$ cat config.mk
export PLATFORM = sky130hd
export DESIGN_NAME = power_up_down_supervisor_flat
export DESIGN_NICKNAME = d
export VERILOG_FILES = /design/src/power_supervisor_pkg.sv /design/src/supervisor_link.sv /design/src/held_condition_timer.sv /design/src/power_up_down_supervisor.sv /design/src/flat_wrapper.sv
export SDC_FILE = /design/constraint.sdc
export NUM_CORES = 1
export LEC_CHECK = 0
export BUFFER_PORTS_ARGS = -buffer_cell sky130_fd_sc_hd__buf_2
export CAP_MARGIN = 20
export CELL_PAD_IN_SITES_DETAIL_PLACEMENT = 2
export CELL_PAD_IN_SITES_GLOBAL_PLACEMENT = 2
export CORE_MARGIN = 2
export CORE_UTILIZATION = 42
export DETAILED_ROUTE_END_ITERATION = 7
export PLACE_DENSITY = 0.91
export SETUP_SLACK_MARGIN = 0.5
export SYNTH_ARGS = -nofsm -noshare
export SYNTH_HDL_FRONTEND = slang
export SYNTH_SLANG_ARGS = --single-unit
$ cat constraint.sdc
create_clock -name aclk -period 5.91 [get_ports aclk]
set_input_delay 0.591 -clock aclk [delete_from_list [all_inputs] [get_ports aclk]]
set_output_delay 0.591 -clock aclk [all_outputs]
set_load 0.005 [all_outputs]
$ cat src/power_supervisor_pkg.sv
package power_supervisor_pkg;

  // ==========================================================
  // serial register map
  localparam logic [7:0] REG_EXT_BANK = 8'h1a;
  localparam logic [7:0] REG_UNLOCK = 8'h1c;
  localparam logic [7:0] REG_SYSTEM = 8'h20;
  localparam logic [7:0] REG_SUPERVISOR = 8'h21;
  localparam logic [7:0] REG_WAKE_TIME = 8'h22;
  localparam logic [7:0] REG_RAIL_EN0 = 8'h23;
  localparam logic [7:0] REG_RAIL_EN1 = 8'h24;
  localparam logic [2:0] SUB_OUT_CTRL = 3'h1;
  localparam logic [2:0] SUB_HBT_SEL = 3'h4;
  localparam logic [7:0] SYS_SHUTDOWN = 8'h00;
  localparam logic [7:0] SYS_WATCHDOG = 8'h03;
  localparam logic [7:0] SYS_HEARTBEAT = 8'h09;
  localparam logic [7:0] REG_RESET = 8'h00;
  localparam logic [1:0] WAKE_BYTES = 2'h3;

  // ==========================================================
  // field positions
  localparam int SYS_TEMP_OFF_BIT = 2;
  localparam int SUP_SHORT_HOLD_BIT = 7;
  localparam int SUP_ANALOG_OFF_BIT = 6;
  localparam int SUP_TEMP_LSB = 0;
  localparam int RAIL0_PR1_BIT = 1;
  localparam int RAIL0_PR2_BIT = 3;
  localparam int RAIL0_CORE1_BIT = 7;
  localparam int RAIL1_CORE2_BIT = 1;
  localparam int HBT_SEL_LSB = 2;
  localparam int OUT_PG_LSB = 0;
  localparam int OUT_RST_LSB = 2;
  // 140 degC
  localparam logic [7:0] TEMP_LIMIT = 8'h8c;

  // ==========================================================
  // pin drive modes
  localparam logic [1:0] PIN_PP_WEAK = 2'h0;
  localparam logic [1:0] PIN_PP_STRONG = 2'h1;
  localparam logic [1:0] PIN_OPEN_DRAIN = 2'h2;
  localparam logic [1:0] PIN_TRISTATE = 2'h3;

  // ==========================================================
  // timing, counted in 1 us ticks
  localparam int CLK_PERIOD_NS = 20;
  localparam int TICK_NS = 1000;
  localparam int TICK_CYCLES = TICK_NS / CLK_PERIOD_NS;
  localparam int RAIL_LOW_US = 680;
  // strictly longer than the limit
  localparam int RAIL_LOW_TICKS = RAIL_LOW_US * 1000 / TICK_NS + 1;
  localparam int KEY_HOLD_LONG_S = 10;
  localparam int KEY_HOLD_SHORT_S = 5;
  localparam int ALIVE_TIMEOUT_MS = 500;
  localparam int KEY_HOLD_LONG_TICKS = KEY_HOLD_LONG_S * (1000000000 / TICK_NS);
  localparam int KEY_HOLD_SHORT_TICKS = KEY_HOLD_SHORT_S * (1000000000 / TICK_NS);
  localparam int ALIVE_TIMEOUT_TICKS = ALIVE_TIMEOUT_MS * (1000000 / TICK_NS);
  typedef logic [23:0] timer_count_t;
  typedef logic [5:0] tick_count_t;
  localparam int N_TIMERS = 8;
  localparam int T_ANALOG = 0;
  localparam int T_PR1 = 1;
  localparam int T_PR2 = 2;
  localparam int T_CORE1 = 3;
  localparam int T_CORE2 = 4;
  localparam int T_KEY = 5;
  localparam int T_HBT = 6;
  localparam int T_WDOG = 7;

  // ==========================================================
  // host AXI4-Lite map
  localparam logic [7:0] AXI_CMD = 8'h00;
  localparam logic [7:0] AXI_STATUS = 8'h04;
  localparam int CMD_WRITE_BIT = 16;
  localparam int CMD_ADDR_LSB = 8;
  localparam int STAT_DATA_LSB = 8;
  localparam logic [1:0] RESP_OKAY = 2'h0;
  localparam logic [1:0] RESP_SLVERR = 2'h2;

endpackage

$ cat src/supervisor_link.sv
`timescale 1ns/1ps
interface supervisor_link;
  logic req;
  logic we;
  logic [7:0] addr;
  logic [7:0] wdata;
  logic ack;
  logic [7:0] rdata;
  modport device (input req, input we, input addr, input wdata, output ack, output rdata);
  modport host (output req, output we, output addr, output wdata, input ack, input rdata);
endinterface

$ cat src/held_condition_timer.sv
`timescale 1ns/1ps
module held_condition_timer (
  // clock and reset
  input wire logic aclk,
  input wire logic aresetn,
  // condition
  input wire logic tick,
  input wire logic cond,
  input wire power_supervisor_pkg::timer_count_t limit,
  output logic fired
);
  power_supervisor_pkg::timer_count_t count;
  power_supervisor_pkg::timer_count_t next_count;

  // ==========================================================
  // counting
  always_comb
  begin
    next_count = count;
    if (!cond)
      next_count = '0;
    else if (tick && count != limit)
      next_count = count + 1'b1;
  end

  always_ff @(posedge aclk)
  begin
    if (!aresetn)
      count <= '0;
    else
      count <= next_count;
  end

  assign fired = cond && count == limit;
endmodule

$ cat src/power_up_down_supervisor.sv
// Added by the designer: the AXI4-Lite interface to the registers and the placing of the registers.
`timescale 1ns/1ps
module power_up_down_supervisor #(
  parameter int KEY_HOLD_LONG_TICKS = power_supervisor_pkg::KEY_HOLD_LONG_TICKS,
  parameter int KEY_HOLD_SHORT_TICKS = power_supervisor_pkg::KEY_HOLD_SHORT_TICKS,
  parameter int ALIVE_TIMEOUT_TICKS = power_supervisor_pkg::ALIVE_TIMEOUT_TICKS
) (
  // clock and reset
  input wire logic aclk,
  input wire logic aresetn,
  // control link
  supervisor_link.device link,
  // wake sources
  input wire logic power_key_input,
  input wire logic alt_key_input,
  input wire logic charger_input_pin,
  input wire logic usb_bus_present,
  input wire logic rtc_second_tick,
  // supervision
  input wire logic [2:0] heartbeat_input,
  input wire logic [7:0] junction_temp,
  input wire logic [4:0] rail_low,
  // output pins
  output logic power_good_output_out,
  output logic power_good_output_oe,
  output logic power_good_output_strong,
  output logic system_reset_output_n_out,
  output logic system_reset_output_oe,
  output logic system_reset_output_strong,
  output logic system_powered
);
  typedef enum logic {st_off, st_on} power_state_t;

  function automatic logic [2:0] pin_drive(input logic [1:0] mode, input logic level);
    case (mode)
      power_supervisor_pkg::PIN_PP_WEAK: pin_drive = {level, 1'b1, 1'b0};
      power_supervisor_pkg::PIN_PP_STRONG: pin_drive = {level, 1'b1, 1'b1};
      power_supervisor_pkg::PIN_OPEN_DRAIN: pin_drive = {1'b0, !level, 1'b0};
      default: pin_drive = 3'h0;
    endcase
  endfunction

  power_state_t state, next_state;
  logic ack, next_ack;
  logic [7:0] rdata, next_rdata;
  logic [7:0] unlock, next_unlock, out_ctrl, next_out_ctrl, hbt_sel, next_hbt_sel;
  logic [7:0] sys, next_sys, sup, next_sup, rail_en0, next_rail_en0, rail_en1, next_rail_en1;
  logic [23:0] wake_time, next_wake_time;
  logic [1:0] wake_ptr, next_wake_ptr;
  logic wake_armed, next_wake_armed;
  logic [4:0] prev, next_prev;
  power_supervisor_pkg::tick_count_t tick_cnt, next_tick_cnt;
  logic tick, next_tick;
  localparam int N_T = power_supervisor_pkg::N_TIMERS;
  logic [5:0] pins, next_pins;
  logic [N_T-1:0] timer_cond, timer_fired;
  power_supervisor_pkg::timer_count_t limits [N_T];

  logic access, wr_sys, cmd_shutdown, shutdown_req, wake_fire, power_up_req, temp_hot, hbt_seen, hbt_level;
  logic [1:0] hbt_src;
  logic [7:0] temp_limit;

  assign access = link.req && !ack;
  assign wr_sys = access && link.we && link.addr == power_supervisor_pkg::REG_SYSTEM;
  assign hbt_src = hbt_sel[power_supervisor_pkg::HBT_SEL_LSB +: 2];
  // heartbeat command with no source is the timed-wake power-down
  assign cmd_shutdown = wr_sys && (link.wdata == power_supervisor_pkg::SYS_SHUTDOWN
    || (link.wdata == power_supervisor_pkg::SYS_HEARTBEAT && hbt_src == 2'h0));
  assign temp_limit = power_supervisor_pkg::TEMP_LIMIT - {3'h0, sup[power_supervisor_pkg::SUP_TEMP_LSB +: 5]};
  assign temp_hot = junction_temp >= temp_limit && !sys[power_supervisor_pkg::SYS_TEMP_OFF_BIT];
  assign shutdown_req = state == st_on && (cmd_shutdown || |timer_fired || temp_hot);
  assign wake_fire = wake_armed && wake_time == 24'h0;
  assign hbt_level = hbt_src == 2'h0 ? 1'b0 : heartbeat_input[hbt_src - 2'h1];
  assign hbt_seen = hbt_level != prev[4];
  assign power_up_req = (power_key_input && !prev[0])
    || (charger_input_pin && !prev[1])
    || (usb_bus_present && !prev[2])
    || (alt_key_input && !prev[3])
    || wake_fire;

  // ==========================================================
  // link and registers
  always_comb
  begin
    next_ack = access;
    next_rdata = rdata;
    next_unlock = unlock;
    next_out_ctrl = out_ctrl;
    next_hbt_sel = hbt_sel;
    next_sys = sys;
    next_sup = sup;
    next_rail_en0 = rail_en0;
    next_rail_en1 = rail_en1;
    next_wake_time = wake_time;
    next_wake_ptr = wake_ptr;
    next_wake_armed = wake_armed;
    if (wake_armed && rtc_second_tick && wake_time != 24'h0)
      next_wake_time = wake_time - 24'h1;
    if (wake_fire && state == st_off)
      next_wake_armed = 1'b0;
    if (access && link.we)
    begin
      case (link.addr)
        power_supervisor_pkg::REG_UNLOCK: next_unlock = link.wdata;
        power_supervisor_pkg::REG_EXT_BANK:
        begin
          if (unlock[2:0] == power_supervisor_pkg::SUB_OUT_CTRL)
            next_out_ctrl = link.wdata;
          else if (unlock[2:0] == power_supervisor_pkg::SUB_HBT_SEL)
            next_hbt_sel = link.wdata;
        end
        power_supervisor_pkg::REG_SYSTEM: next_sys = link.wdata;
        power_supervisor_pkg::REG_SUPERVISOR: next_sup = link.wdata;
        power_supervisor_pkg::REG_WAKE_TIME:
        begin
          next_wake_time = {wake_time[15:0], link.wdata};
          if (wake_ptr != power_supervisor_pkg::WAKE_BYTES)
            next_wake_ptr = wake_ptr + 2'h1;
        end
        power_supervisor_pkg::REG_RAIL_EN0: next_rail_en0 = link.wdata;
        power_supervisor_pkg::REG_RAIL_EN1: next_rail_en1 = link.wdata;
        default: next_rdata = rdata;
      endcase
    end
    else if (access)
    begin
      case (link.addr)
        power_supervisor_pkg::REG_UNLOCK: next_rdata = unlock;
        power_supervisor_pkg::REG_EXT_BANK:
          next_rdata = unlock[2:0] == power_supervisor_pkg::SUB_OUT_CTRL ? out_ctrl : hbt_sel;
        power_supervisor_pkg::REG_SYSTEM: next_rdata = sys;
        power_supervisor_pkg::REG_SUPERVISOR: next_rdata = sup;
        power_supervisor_pkg::REG_WAKE_TIME: next_rdata = wake_time[7:0];
        power_supervisor_pkg::REG_RAIL_EN0: next_rdata = rail_en0;
        power_supervisor_pkg::REG_RAIL_EN1: next_rdata = rail_en1;
        default: next_rdata = 8'h00;
      endcase
    end
    if (wr_sys && link.wdata == power_supervisor_pkg::SYS_HEARTBEAT && hbt_src == 2'h0
      && wake_ptr == power_supervisor_pkg::WAKE_BYTES)
    begin
      next_wake_armed = 1'b1;
      next_wake_ptr = 2'h0;
    end
    if (wr_sys && link.wdata == power_supervisor_pkg::SYS_SHUTDOWN)
    begin
      next_wake_armed = 1'b0;
      next_wake_ptr = 2'h0;
    end
    // watchdog and heartbeat are re-armed by software after every power-up
    if (shutdown_req)
      next_sys = power_supervisor_pkg::SYS_SHUTDOWN;
  end

  always_ff @(posedge aclk)
  begin
    if (!aresetn)
    begin
      ack <= 1'b0;
      rdata <= 8'h00;
      unlock <= power_supervisor_pkg::REG_RESET;
      out_ctrl <= power_supervisor_pkg::REG_RESET;
      hbt_sel <= power_supervisor_pkg::REG_RESET;
      sys <= power_supervisor_pkg::REG_RESET;
      sup <= power_supervisor_pkg::REG_RESET;
      rail_en0 <= power_supervisor_pkg::REG_RESET;
      rail_en1 <= power_supervisor_pkg::REG_RESET;
      wake_time <= 24'h0;
      wake_ptr <= 2'h0;
      wake_armed <= 1'b0;
    end
    else
    begin
      ack <= next_ack;
      rdata <= next_rdata;
      unlock <= next_unlock;
      out_ctrl <= next_out_ctrl;
      hbt_sel <= next_hbt_sel;
      sys <= next_sys;
      sup <= next_sup;
      rail_en0 <= next_rail_en0;
      rail_en1 <= next_rail_en1;
      wake_time <= next_wake_time;
      wake_ptr <= next_wake_ptr;
      wake_armed <= next_wake_armed;
    end
  end
  assign link.ack = ack;
  assign link.rdata = rdata;

  // ==========================================================
  // timed conditions
  always_comb
  begin
    timer_cond = '0;
    timer_cond[power_supervisor_pkg::T_ANALOG] = rail_low[0] && !sup[power_supervisor_pkg::SUP_ANALOG_OFF_BIT];
    timer_cond[power_supervisor_pkg::T_PR1] = rail_low[1] && rail_en0[power_supervisor_pkg::RAIL0_PR1_BIT];
    timer_cond[power_supervisor_pkg::T_PR2] = rail_low[2] && rail_en0[power_supervisor_pkg::RAIL0_PR2_BIT];
    timer_cond[power_supervisor_pkg::T_CORE1] = rail_low[3] && rail_en0[power_supervisor_pkg::RAIL0_CORE1_BIT];
    timer_cond[power_supervisor_pkg::T_CORE2] = rail_low[4] && rail_en1[power_supervisor_pkg::RAIL1_CORE2_BIT];
    timer_cond[power_supervisor_pkg::T_KEY] = power_key_input;
    timer_cond[power_supervisor_pkg::T_HBT] = sys == power_supervisor_pkg::SYS_HEARTBEAT
      && hbt_src != 2'h0 && !hbt_seen;
    timer_cond[power_supervisor_pkg::T_WDOG] = sys == power_supervisor_pkg::SYS_WATCHDOG
      && !(access && !link.we);
    if (state != st_on)
      timer_cond = '0;
    for (int i = 0; i < power_supervisor_pkg::T_KEY; i++)
      limits[i] = power_supervisor_pkg::timer_count_t'(power_supervisor_pkg::RAIL_LOW_TICKS);
    limits[power_supervisor_pkg::T_KEY] = sup[power_supervisor_pkg::SUP_SHORT_HOLD_BIT]
      ? power_supervisor_pkg::timer_count_t'(KEY_HOLD_SHORT_TICKS)
      : power_supervisor_pkg::timer_count_t'(KEY_HOLD_LONG_TICKS);
    limits[power_supervisor_pkg::T_HBT] = power_supervisor_pkg::timer_count_t'(ALIVE_TIMEOUT_TICKS);
    limits[power_supervisor_pkg::T_WDOG] = power_supervisor_pkg::timer_count_t'(ALIVE_TIMEOUT_TICKS);
  end

  for (genvar g = 0; g < N_T; g++)
  begin : g_timer
    held_condition_timer u_timer (
      .aclk(aclk),
      .aresetn(aresetn),
      .tick(tick),
      .cond(timer_cond[g]),
      .limit(limits[g]),
      .fired(timer_fired[g])
    );
  end

  // ==========================================================
  // power state, tick divider, edges and pins
  always_comb
  begin
    next_state = state;
    case (state)
      st_off: if (power_up_req) next_state = st_on;
      st_on: if (shutdown_req) next_state = st_off;
      default: next_state = st_off;
    endcase
    next_tick = tick_cnt == power_supervisor_pkg::tick_count_t'(power_supervisor_pkg::TICK_CYCLES - 1);
    next_tick_cnt = next_tick ? '0 : tick_cnt + 1'b1;
    next_prev = {hbt_level, alt_key_input, usb_bus_present, charger_input_pin, power_key_input};
    next_pins = {pin_drive(out_ctrl[power_supervisor_pkg::OUT_PG_LSB +: 2], next_state == st_on),
      pin_drive(out_ctrl[power_supervisor_pkg::OUT_RST_LSB +: 2], next_state == st_on)};
  end

  always_ff @(posedge aclk)
  begin
    if (!aresetn)
    begin
      state <= st_off;
      tick <= 1'b0;
      tick_cnt <= '0;
      prev <= 5'h00;
      pins <= 6'h00;
    end
    else
    begin
      state <= next_state;
      tick <= next_tick;
      tick_cnt <= next_tick_cnt;
      prev <= next_prev;
      pins <= next_pins;
    end
  end
  assign {power_good_output_out, power_good_output_oe, power_good_output_strong} = pins[5:3];
  assign {system_reset_output_n_out, system_reset_output_oe, system_reset_output_strong} = pins[2:0];
  assign system_powered = state == st_on;
endmodule

$ cat src/flat_wrapper.sv
// flat-port wrapper written by rule: the top's interface ports become plain ports
module power_up_down_supervisor_flat 
#(
  parameter int KEY_HOLD_LONG_TICKS = power_supervisor_pkg::KEY_HOLD_LONG_TICKS,
  parameter int KEY_HOLD_SHORT_TICKS = power_supervisor_pkg::KEY_HOLD_SHORT_TICKS,
  parameter int ALIVE_TIMEOUT_TICKS = power_supervisor_pkg::ALIVE_TIMEOUT_TICKS
)
  (aclk, aresetn, power_key_input, alt_key_input, charger_input_pin, usb_bus_present, rtc_second_tick, heartbeat_input, junction_temp, rail_low, power_good_output_out, power_good_output_oe, power_good_output_strong, system_reset_output_n_out, system_reset_output_oe, system_reset_output_strong, system_powered, link_req, link_we, link_addr, link_wdata, link_ack, link_rdata);
  supervisor_link link_i ();
  input wire logic aclk;
  input wire logic aresetn;
  input wire logic power_key_input;
  input wire logic alt_key_input;
  input wire logic charger_input_pin;
  input wire logic usb_bus_present;
  input wire logic rtc_second_tick;
  input wire logic [2:0] heartbeat_input;
  input wire logic [7:0] junction_temp;
  input wire logic [4:0] rail_low;
  output logic power_good_output_out;
  output logic power_good_output_oe;
  output logic power_good_output_strong;
  output logic system_reset_output_n_out;
  output logic system_reset_output_oe;
  output logic system_reset_output_strong;
  output logic system_powered;
  input wire logic [$bits(link_i.req)-1:0] link_req;
  input wire logic [$bits(link_i.we)-1:0] link_we;
  input wire logic [$bits(link_i.addr)-1:0] link_addr;
  input wire logic [$bits(link_i.wdata)-1:0] link_wdata;
  output wire logic [$bits(link_i.ack)-1:0] link_ack;
  output wire logic [$bits(link_i.rdata)-1:0] link_rdata;
  assign link_i.req = link_req;
  assign link_i.we = link_we;
  assign link_i.addr = link_addr;
  assign link_i.wdata = link_wdata;
  assign link_ack = link_i.ack;
  assign link_rdata = link_i.rdata;
  power_up_down_supervisor #(.KEY_HOLD_LONG_TICKS(KEY_HOLD_LONG_TICKS), .KEY_HOLD_SHORT_TICKS(KEY_HOLD_SHORT_TICKS), .ALIVE_TIMEOUT_TICKS(ALIVE_TIMEOUT_TICKS)) u_core (.aclk(aclk), .aresetn(aresetn), .link(link_i), .power_key_input(power_key_input), .alt_key_input(alt_key_input), .charger_input_pin(charger_input_pin), .usb_bus_present(usb_bus_present), .rtc_second_tick(rtc_second_tick), .heartbeat_input(heartbeat_input), .junction_temp(junction_temp), .rail_low(rail_low), .power_good_output_out(power_good_output_out), .power_good_output_oe(power_good_output_oe), .power_good_output_strong(power_good_output_strong), .system_reset_output_n_out(system_reset_output_n_out), .system_reset_output_oe(system_reset_output_oe), .system_reset_output_strong(system_reset_output_strong), .system_powered(system_powered));
endmodule
* After elaboration in Yosys (flattened, before gate mapping)
Cells that the tools add are included.
** Cells by class
- Bitwise gates (word level) :: 4
- Magnitude comparators :: 2
- Add/subtract/negate cells :: 13
- Divide/modulo/power cells :: 0
- Shift operators :: 0
- Equal/unequal tests :: 36
- Reductions and logical operators :: 92
- Muxes and demuxes :: 17
- Multipliers :: 0
** Operator list (number)
- adder 24 x 1 -> 24 bit (second input constant) :: 8
- == test 24 x 10 -> 1 bit (second input constant) :: 5
- != test 24 x 10 -> 1 bit (second input constant) :: 5
- 2-to-1 mux 24 bit :: 4
- one-hot mux 8 bit (7 select lines) :: 1
- == test 24 x 19 -> 1 bit (second input constant) :: 2
- != test 24 x 19 -> 1 bit (second input constant) :: 2
- logical AND 1 bit :: 44
- == test 8 x 6 -> 1 bit (second input constant) :: 5
- AND reduction 2 bit :: 14
- == test 24 bit :: 1
- zero test 24 bit :: 1
- != test 24 bit :: 1
- nonzero test 24 bit :: 1
- subtractor 24 x 1 -> 24 bit (second input constant) :: 1
- one-hot mux 3 bit (3 select lines) :: 2
- == test 8 x 4 -> 1 bit (second input constant) :: 2
- == test 8 x 5 -> 1 bit (second input constant) :: 2
- 2-to-1 mux 8 bit :: 2
- zero test 1 bit :: 11
- == test 8 x 2 -> 1 bit (second input constant) :: 1
- greater-or-equal comparator 8 bit :: 1
- zero test 8 bit :: 1
- OR reduction 8 bit :: 1
- other kinds (23) :: 46
** Word-level totals
- Logic and storage cells :: 189
- Register bits :: 303
- Bits in latches :: 0
- Memory bits (read-only) :: 0
- Memory bits (writable) :: 0
- Output and inout bits :: 16
- Memories kept :: 0

* Longest topological paths before layout
Gate-level depths: netlist (run 1).
- Depth in word-level cells :: 17
- Mapped depth :: 12
- Mapped depth without buffers :: 11

* Cells and area by module
Synthesis (run 1) repeated with hierarchy kept, for this count alone.
** Second synthesis, totals
- Cells, all modules :: 2099
- Area total of the unflattened synthesis :: 17966.0 um^2
** By module, submodules not included
- held_condition_timer :: cells an instance 182, times used 8, area each 1547.7 um^2
- power_up_down_supervisor :: cells an instance 643, times used 1, area each 5584.1 um^2

* Worst setup path after synthesis (run 1)
Ideal clock, no wire load.
- Path kind :: input to register
- Start :: input port link_addr[3]
- End :: register u_core.sup[0]
- Path buffers :: 2
- Setup time :: 128 ps
- Cell stages on the path :: 8
- Arrival time :: 2342 ps
- Path slack :: 3441 ps
- Cells stage by stage :: or4b_2 nor2_1 and3b_1 buf_2 and2_1 buf_2 mux2i_1 nor2_1
** On the way
- Cells in the longest elaborated chain, start to end :: 2
** RTL lines
- start, declared :: line flat_wrapper.sv:29 : input wire logic [$bits(link_i.addr)-1:0] link_addr;
- == test 8 x 6 -> 1 bit :: line power_up_down_supervisor.sv:103 : case (link.addr)
- AND reduction 2 bit (no line)
- end signal, assigned :: line power_up_down_supervisor.sv:165 : sup <= power_supervisor_pkg::REG_RESET;
- end signal, assigned :: line power_up_down_supervisor.sv:180 : sup <= next_sup;
- end, declared :: line power_up_down_supervisor.sv:47 : logic [7:0] sys, next_sys, sup, next_sup, rail_en0, next_rail_en0, rail_en1, next_rail_en1;
Every way passes these cells.
A chain may end at the register's enable or synchronous reset.

* Worst setup path in the final report (run 1)
- Start :: register u_core.sup[0]
- End :: register u_core.sys[5]
** On the way
- Cells in the longest elaborated chain, start to end :: 6
** RTL lines
- subtractor 8 x 5 -> 8 bit :: line power_up_down_supervisor.sv:69 : assign temp_limit = power_supervisor_pkg::TEMP_LIMIT - {3'h0, sup[power_supervisor_pkg::SUP_TEMP_LSB +: 5]};
- greater-or-equal comparator 8 bit :: line power_up_down_supervisor.sv:70 : assign temp_hot = junction_temp >= temp_limit && !sys[power_supervisor_pkg::SYS_TEMP_OFF_BIT];
- logical AND 1 bit :: line power_up_down_supervisor.sv:70
- logical OR 1 bit :: line power_up_down_supervisor.sv:71 : assign shutdown_req = state == st_on && (cmd_shutdown || |timer_fired || temp_hot);
- logical AND 1 bit :: line power_up_down_supervisor.sv:71
- OR reduction 2 bit (no line)
- end signal, assigned :: line power_up_down_supervisor.sv:164 : sys <= power_supervisor_pkg::REG_RESET;
- end signal, assigned :: line power_up_down_supervisor.sv:179 : sys <= next_sys;
- end, declared :: line power_up_down_supervisor.sv:47
Every way passes these cells.

==> results of run 1 <==
-- placed cells by master, fill, tap and decap left out, types with 5 or more instances in the layout --
master / Yosys / layout
a21oi_1: 67 / 67
a221oi_1: 8 / 8
a22oi_1: 15 / 15
and2_1: 13 / 13
and3_1: 33 / 33
and4_1: 20 / 20
buf_2: 7 / 56
buf_4: 1 / 11
clkbuf_1: 52 / 9
clkbuf_16: 0 / 38
clkbuf_8: 1 / 9
dfxtp_1: 303 / 303
diode_2: 0 / 8
ha_1: 30 / 30
inv_1: 51 / 50
mux2i_1: 69 / 69
nand2_1: 102 / 102
nand2b_1: 5 / 5
nand3_1: 58 / 58
nand3b_1: 5 / 5
nand4_1: 51 / 51
nor2_1: 261 / 261
nor2b_1: 8 / 8
nor3_1: 62 / 62
nor3b_1: 14 / 14
nor4_1: 39 / 39
nor4b_1: 12 / 12
nor4bb_1: 10 / 10
o2111ai_1: 10 / 10
o211ai_1: 6 / 6
o21ai_0: 75 / 75
or3_1: 40 / 40
xnor2_1: 97 / 97
xor2_1: 80 / 80
-- where the power goes --
| part | switching, mW | internal, mW |
|---|---|---|
| Sequential | 0.00620 | 2.05 |
| Combinational | 0.0749 | 0.0282 |
| Clock | 0.964 | 1.47 |
| Total | 1.05 | 3.54 |
-- per-layer routing --
layer  up-vias  global-route usage (%)  wire [µm]
li1       6003                       -          -
met1      6879                    37.4      23600
met2       431                    57.1      29600
met3       189                    6.27       2840
met4         6                    15.5       2850
met5         -                       0         41
-- worst max-delay path, stage by stage, from the launching register on --
cell	delay [ns]
dfxtp_1	0.41
inv_1	0.12
ha_1	0.24
nor2_1	0.25
xnor2_1	0.14
ha_1	0.21
a21o_1	0.16
a21oi_1	0.14
a2bb2oi_1	0.34
o2111ai_1	0.29
o31a_1	0.54
nor3_1	0.31
-- sequential cells by signal, indices dropped and copies added (netlist names), 2 cells and up --
signal / count
u_core.sys: 8
u_core.sup: 8
u_core.g_timer.u_timer.count: 192
u_core.prev: 5
u_core.hbt_sel: 8
u_core.link.rdata: 8
u_core.pins: 6
u_core.wake_ptr: 2
u_core.out_ctrl: 8
u_core.rail_en1: 8
u_core.wake_time: 24
u_core.unlock: 8
u_core.tick_cnt: 6
u_core.rail_en0: 8
-- layout make-up --
class | instances | area, µm² | area share (%)
Clock buffer | 56 | 1110 | 6.76
Tap cell | 448 | 561 | 3.42
Timing Repair Buffer | 68 | 374 | 2.28
Inverter | 51 | 191 | 1.17
Antenna cell | 8 | 20.0 | 0.122
Multi-Input combinational cell | 1256 | 7920 | 48.3
Sequential cell | 303 | 6070 | 37.0
Clock inverter | 8 | 151 | 0.924
-- cell families (layout without fill, tap and decap cells) --
logic type | count (synthesis) | after routing | synth area share [%]
DFF | 303 | 303 | 42.0
AOI/OAI and AO/OA | 215 | 215 | 9.07
adders and majority gates | 30 | 30 | 2.60
buffers and inverters | 115 | 183 | 3.21
and+or+nand+nor | 765 | 765 | 27.6
muxes | 69 | 69 | 4.78
xor gates and xnor gates | 177 | 177 | 10.7
other | 0 | 8 | 0
-- stage by stage --
step | worst slack, ns | std cells | hold slack [ns]
finish | 2.66 | 2198 | 0.314
global route | 2.55 | 2195 | 0.321
CTS | 2.61 | 2186 | 0.311
detailed placement | 2.58 | 2122 | 0.457
global placement | 2.83 | 2122 | 0.439
floorplan | 3.44 | 1674 | 0.430
-- final timing paths --
check                                   startpoint            endpoint  slack, ns  cells after the start
worst min-delay path                 alt_key_input      u_core.prev[3]       0.31                      2
worst min register to register  u_core.tick_cnt[0]  u_core.tick_cnt[0]       0.47                      1
worst max register to register       u_core.sup[0]       u_core.sys[5]       2.66                     11
worst max-delay path                 u_core.sup[0]       u_core.sys[5]       2.66                     11
==> qor.yml, run 1 <==
timing:
  final-setup-viol-count: 0
  slew_headroom_pct: 25.3
  post-route-period-util_pct: 55.0
  hold_violations: 0
  final.setup.tns_ns: 0
  worst_slew_pin_slew_ns: 1.11
  fmaxAchievable_mhz: 308
  slew_viol_final: 0
  period_needed_ns: 3.25
  finalClockSkew_ns: 0.0273
  rsz0062_at_grt: "false"
cts:
  cts_buffers: 36
  cts_tree: "done"
  clock_latency_ns: 0.55
  cts_max_level: 2
  cts_buffer_depth: 3
  path_clk_slew_ns: 0.06
  clock-root-buffer: "clkbuf_16"
  cts_hold_buffers: 0
  postCtsSetupBuffers: 0
  clkSinkCount: 303
  cts.repair.resized: 0
cells_and_area:
  drive_gt1_share_pct: 8.44
  final_cell_area_um2: 16400
  fill_cells: 3608
  nNetsFinal: 1787
  final_util_pct: 48.6
  synthToLayoutAreaGrowth_pct: 13.5
logic_synthesis:
  syn_nets: 1745
  netlist_top_cells_count: "dfxtp_1, nor2_1, nand2_1"
  synth-edff-count: 0
  synth_area_per_cell_um2: 8.63
  ys_seq_area_share_pct: 42.0
  yosysWarnings: 0
  netlist.area_leader.share_pct: 42.0
  synth_top_cells_by_area: "dfxtp_1, nor2_1, xnor2_1"
  async_flop_share_pct: 0
  syn-cell-area_um2: 14400
  synth_most_common_cell: "dfxtp_1"
  yosys_most_used_dff: "dfxtp_1"
  syn_inst: 1674
  ys_ff_latch: 303
  synth.distinct_cells: 70
  synth_area_leader_cell: "dfxtp_1"
grt:
  grt_pass1_wl_um: 90900
  grt_overflow_total: 0
  grt_max_degree: 67
  antenna_found_initial: 10
  grt.total_usage_pct: 32.3
  grt_pass1_vias: 15100
die:
  fp.dieW_um: 189
  core_um2: 33700
  io_pins: 57
  die-area_um2: 35900
  initial_utilization_pct: 42.9
  rows: 67
  die_h_um: 189
min_path:
  hold_path_class: "in -> reg"
placement:
  dpl_cell_area_um2: 15100
  hpwlAfterDp_um: 33800
  finalWeightedCongestion: 0.899
  port_buffers: 56
pwr:
  p_per_area_nw_per_um2: 280
  p_total_mw: 4.59
  p_leak_nw: 5.24
  peakVddDrop_uv: 249
route:
  vias: 13500
  first_iter_violations: 951
  wl_um: 59000
  drc_errors: 0
  viasPerCell: 6.15
  wl_per_cell_um: 26.8
  dr.pass1.iters: 5
  drtAntennaViolNets: 0
run_status:
  run_status: "completed"
worst_setup_path:
  end_kind: "flip-flop"
  arrival_ns: 3.69
  worst_ep_required_time_ns: 6.35
  crit_path_max_fanout: 11
  setup.worst_path.start_class: "flip-flop"
  criticalPathCategory: "reg -> reg"
run:
  max_cap_violations: 0
Power figures use the tool's default switching activity.
==> run 2: changes to the inputs <==
- ABC_AREA: not set -> 1
- CORE_UTILIZATION: 42 -> 32
- PLACE_DENSITY: 0.91 -> 0.81
- clock period: 5.91 -> 2.6 ns (I/O delays scaled with it)
==> run 2 against run 1 <==
Net effect: the flow now finishes with violations (hold timing); utilization down 9.7 points; critical path depth rose by 2; cell count rose by 50%; combinational power grew to 2.8 times the previous value; critical endpoint is now u_core.pins[1]; synthesized area rose by 16%; count of clock-buffer cells in the layout fell by 4; first-iteration DRC count down 16%; sequential cell count did not move; highest routed layer is now met4; power grew 140%.
==> qor.yml, run 2 <==
run_status:
  run_status: "finished, violations left"
  violations: "hold timing"
route:
  wl_um: 64600  # +9.4%
  drtAntennaViolNets: 0  # unchanged
  dr.pass1.iters: 4  # -1
  vias: 17300  # +28%
  viasPerCell: 5.25  # -15%
  wl_per_cell_um: 19.6  # -27%
  first_iter_violations: 801  # -16%
  drc_errors: 0  # unchanged
logic_synthesis:
  synth.distinct_cells: 56  # -20%
  synth_most_common_cell: "nand2_1"
  netlist.area_leader.share_pct: 36.2  # -5.8 points
  async_flop_share_pct: 0  # unchanged
  syn_nets: 2541  # +46%
  yosysWarnings: 0  # unchanged
  synth_top_cells_by_area: "dfxtp_1, nand2_1, a21oi_1"
  ys_ff_latch: 303  # unchanged
  synth_area_leader_cell: "dfxtp_1"
  netlist_top_cells_count: "nand2_1, inv_1, nor2_1"
  syn-cell-area_um2: 16800  # +16%
  yosys_most_used_dff: "dfxtp_1"
  synth-edff-count: 0  # unchanged
  synth_area_per_cell_um2: 6.79  # -21%
  syn_inst: 2470  # +48%
  ys_seq_area_share_pct: 36.2  # -5.8 points
pwr:
  p_clk_share_pct: 54.0  # +1.0 points
  power_frac_comb_pct: 2.7  # +0.5 points
  intPower_mw: 8.28  # +130%
  p_switching_mw: 2.51  # +140%
  p_leak_nw: 7.54  # +44%
  p_per_area_nw_per_um2: 536  # +92%
  peakVddDrop_uv: 423  # +70%
  p_sw_share_pct: 23.2  # +0.45 points
  p_total_mw: 10.8  # +140%
  seq_power_share_pct: 43.3  # -1.5 points
timing:
  hold_violations: 1  # +1
  slew_viol_final: 0  # unchanged
  slew_headroom_pct: 50.3  # +25 points
  period_needed_ns: 2.13  # -1.12 ns
  final-setup-viol-count: 0  # unchanged
  post-route-period-util_pct: 82.0  # +27 points
  fin_ws_ns: 0.468  # -2.19 ns
  worst_slew_pin_slew_ns: 0.739  # -0.373 ns
  rsz0062_at_grt: "true"
  holdWs_ns: -0.0118  # -0.326 ns
  finalClockSkew_ns: 0.0267  # -0.000642 ns
  fmaxAchievable_mhz: 469  # +52%
  final.setup.tns_ns: 0  # unchanged
worst_setup_path:
  worst_ep_required_time_ns: 3.11  # -3.24 ns
  r2r_end: "u_core.pins[1]"
  r2r_start: "u_core.sup[1]"
  criticalPathCategory: "reg -> reg"
  arrival_ns: 2.64  # -1.05 ns
  crit_path_max_fanout: 3  # -8
  ff2ff_path_depth: 13  # +2
  r2r_slack_ns: 0.47  # -2.19 ns
  end_kind: "flip-flop"
  setup.worst_path.start_class: "flip-flop"
run:
  max_cap_violations: 0  # unchanged
placement:
  port_buffers: 56  # unchanged
  hpwlAfterDp_um: 45600  # +35%
  dp_slack_ns: 0.125  # -2.45 ns
  dpl_cell_area_um2: 17800  # +18%
  finalWeightedCongestion: 0.819  # -9.0%
  dp.cells: 3177  # +50%
cells_and_area:
  largest_reg_flops: 192  # unchanged
  final_cell_area_um2: 20100  # +23%
  largest_register: "u_core.g_timer.u_timer.count"
  nNetsFinal: 2654  # +49%
  final_cell_mix: "nand2_1, inv_1, nor2_1, dfxtp_1, a21oi_1"
  final_util_pct: 39.0  # -9.7 points
  drive_gt1_share_pct: 15.2  # +6.7 points
  fill_cells: 6023  # +67%
  fin_cells: 3295  # +50%
  layout_commonest_cell: "nand2_1"
  reg_top3: "u_core.g_timer.u_timer.count (192), u_core.wake_time (24)"
  synthToLayoutAreaGrowth_pct: 19.9
die:
  initial_utilization_pct: 32.5  # -10 points
  die_h_um: 233  # +23%
  fp.dieW_um: 233  # +23%
  io_pins: 57  # unchanged
  rows: 83  # +24%
  core_um2: 51600  # +53%
  die-area_um2: 54300  # +51%
cts:
  clkSinkCount: 303  # unchanged
  path_clk_slew_ns: 0.06  # about the same
  clock_latency_ns: 0.58  # +0.03 ns
  cts_buffers: 39  # +8.3%
  cts_buffer_depth: 3  # unchanged
  cts_max_level: 2  # unchanged
  clock-root-buffer: "clkbuf_16"
  cts_tree: "done"
min_path:
  hold_start: "heartbeat_input[2]"
  hold_path_class: "in -> reg"
  holdPathEnd: "u_core.prev[4]"
  whs_path_depth: 3  # +1
grt:
  grt_max_degree: 40  # -40%
  grt_overflow_total: 0  # unchanged
  antenna_found_initial: 5  # -5
  grt_pass1_vias: 18700  # +24%
  grt_pass1_wl_um: 101000  # +11%
  grt.total_usage_pct: 23.1  # -9.2 points
[run 2: changes by cell type after synthesis, sizes merged, moves of 24 or more]
cell,previous run,this run
xnor2,97,25
nor3,63,94
nor2,261,339
mux2i,69,0
inv,51,330
a21oi,67,240
and3,33,0
nand2,103,520
nand3,59,138
o21ai,76,150
nand4,51,83
or3,41,3
clkbuf,54,30
[run 2: how the worst max path moves through the flow]
| stage | to | startpoint | cells after the start |
|---|---|---|---|
| floorplan | u_core.pins[1] | u_core.sup[0] | 13 |
| global placement | u_core.pins[1] | u_core.sup[0] | 13 |
| detailed placement | u_core.pins[1] | u_core.sup[0] | 13 |
| CTS | u_core.g_timer[1].u_timer.count[23] | u_core.g_timer[1].u_timer.count[1] | 12 |
| global route | u_core.pins[2] | u_core.sup[1] | 12 |
| finish | u_core.pins[1] | u_core.sup[1] | 13 |
[run 2: metal layers]
layer | vias to the layer above | GRT usage [%] | part of all wire [%]
li1 | 8340 | - | -
met5 | - | 0 | 0
met4 | 0 | 8.36 | 3.4
met1 | 8644 | 27.6 | 43
met2 | 201 | 42.2 | 51
met3 | 107 | 2.88 | 2.9
[run 2: what timing repair did]
action	4_1_cts	5_1_grt
pin swaps	13	33
hold buffers	5	0
gates resized for setup	40	114
cloned	0	0
endpoints found under the hold margin	5	0
endpoints found under the setup margin	69	116
buffers inserted	6	34
[run 2: kinds of logic (layout without fill, tap and decap cells)]
kind of cell | after synthesis | in the layout | synth area share [%]
and+or+nand+nor | 1234 | 1234 | 34.8
AOI/OAI and AO/OA | 432 | 432 | 13.5
buffers and inverters | 386 | 526 | 8.88
DFF | 303 | 303 | 36.2
xor gates and xnor gates | 85 | 85 | 4.44
adders and majority gates | 30 | 30 | 2.24
other | 0 | 5 | 0
[run 2: layout make-up]
type | count | area [µm²] | area share (%)
Antenna cell | 5 | 12.5 | 0.0622
Tap cell | 680 | 851 | 4.23
Multi-Input combinational cell | 1781 | 9670 | 48.1
Inverter | 333 | 1300 | 6.46
Timing Repair Buffer | 125 | 827 | 4.11
Clock buffer | 52 | 1130 | 5.60
Sequential cell | 303 | 6090 | 30.3
Clock inverter | 16 | 225 | 1.12
[run 2: power groups by stage]
stage | combinational (mW) | sequential [mW] | clock [mW]
2_1_floorplan | 0.122 | 4.77 | 0
3_3_place_gp | 0.252 | 4.77 | 0
3_5_place_dp | 0.262 | 4.77 | 0
4_1_cts | 0.279 | 4.67 | 5.95
5_1_grt | 0.318 | 4.67 | 6.14
6_report | 0.292 | 4.67 | 5.82
[run 2: worst max-delay path: stages, from the launching register on]
cell       delay (ns)
dfxtp_2          0.34
inv_2            0.07
ha_4             0.18
nor3_4           0.16
nor2_1           0.08
ha_1             0.29
nand2_2          0.07
nor2_2           0.14
nand4_1          0.15
o2111ai_4        0.15
nand2_4          0.12
nand3_4          0.10
nand2_2          0.07
a21oi_2          0.13
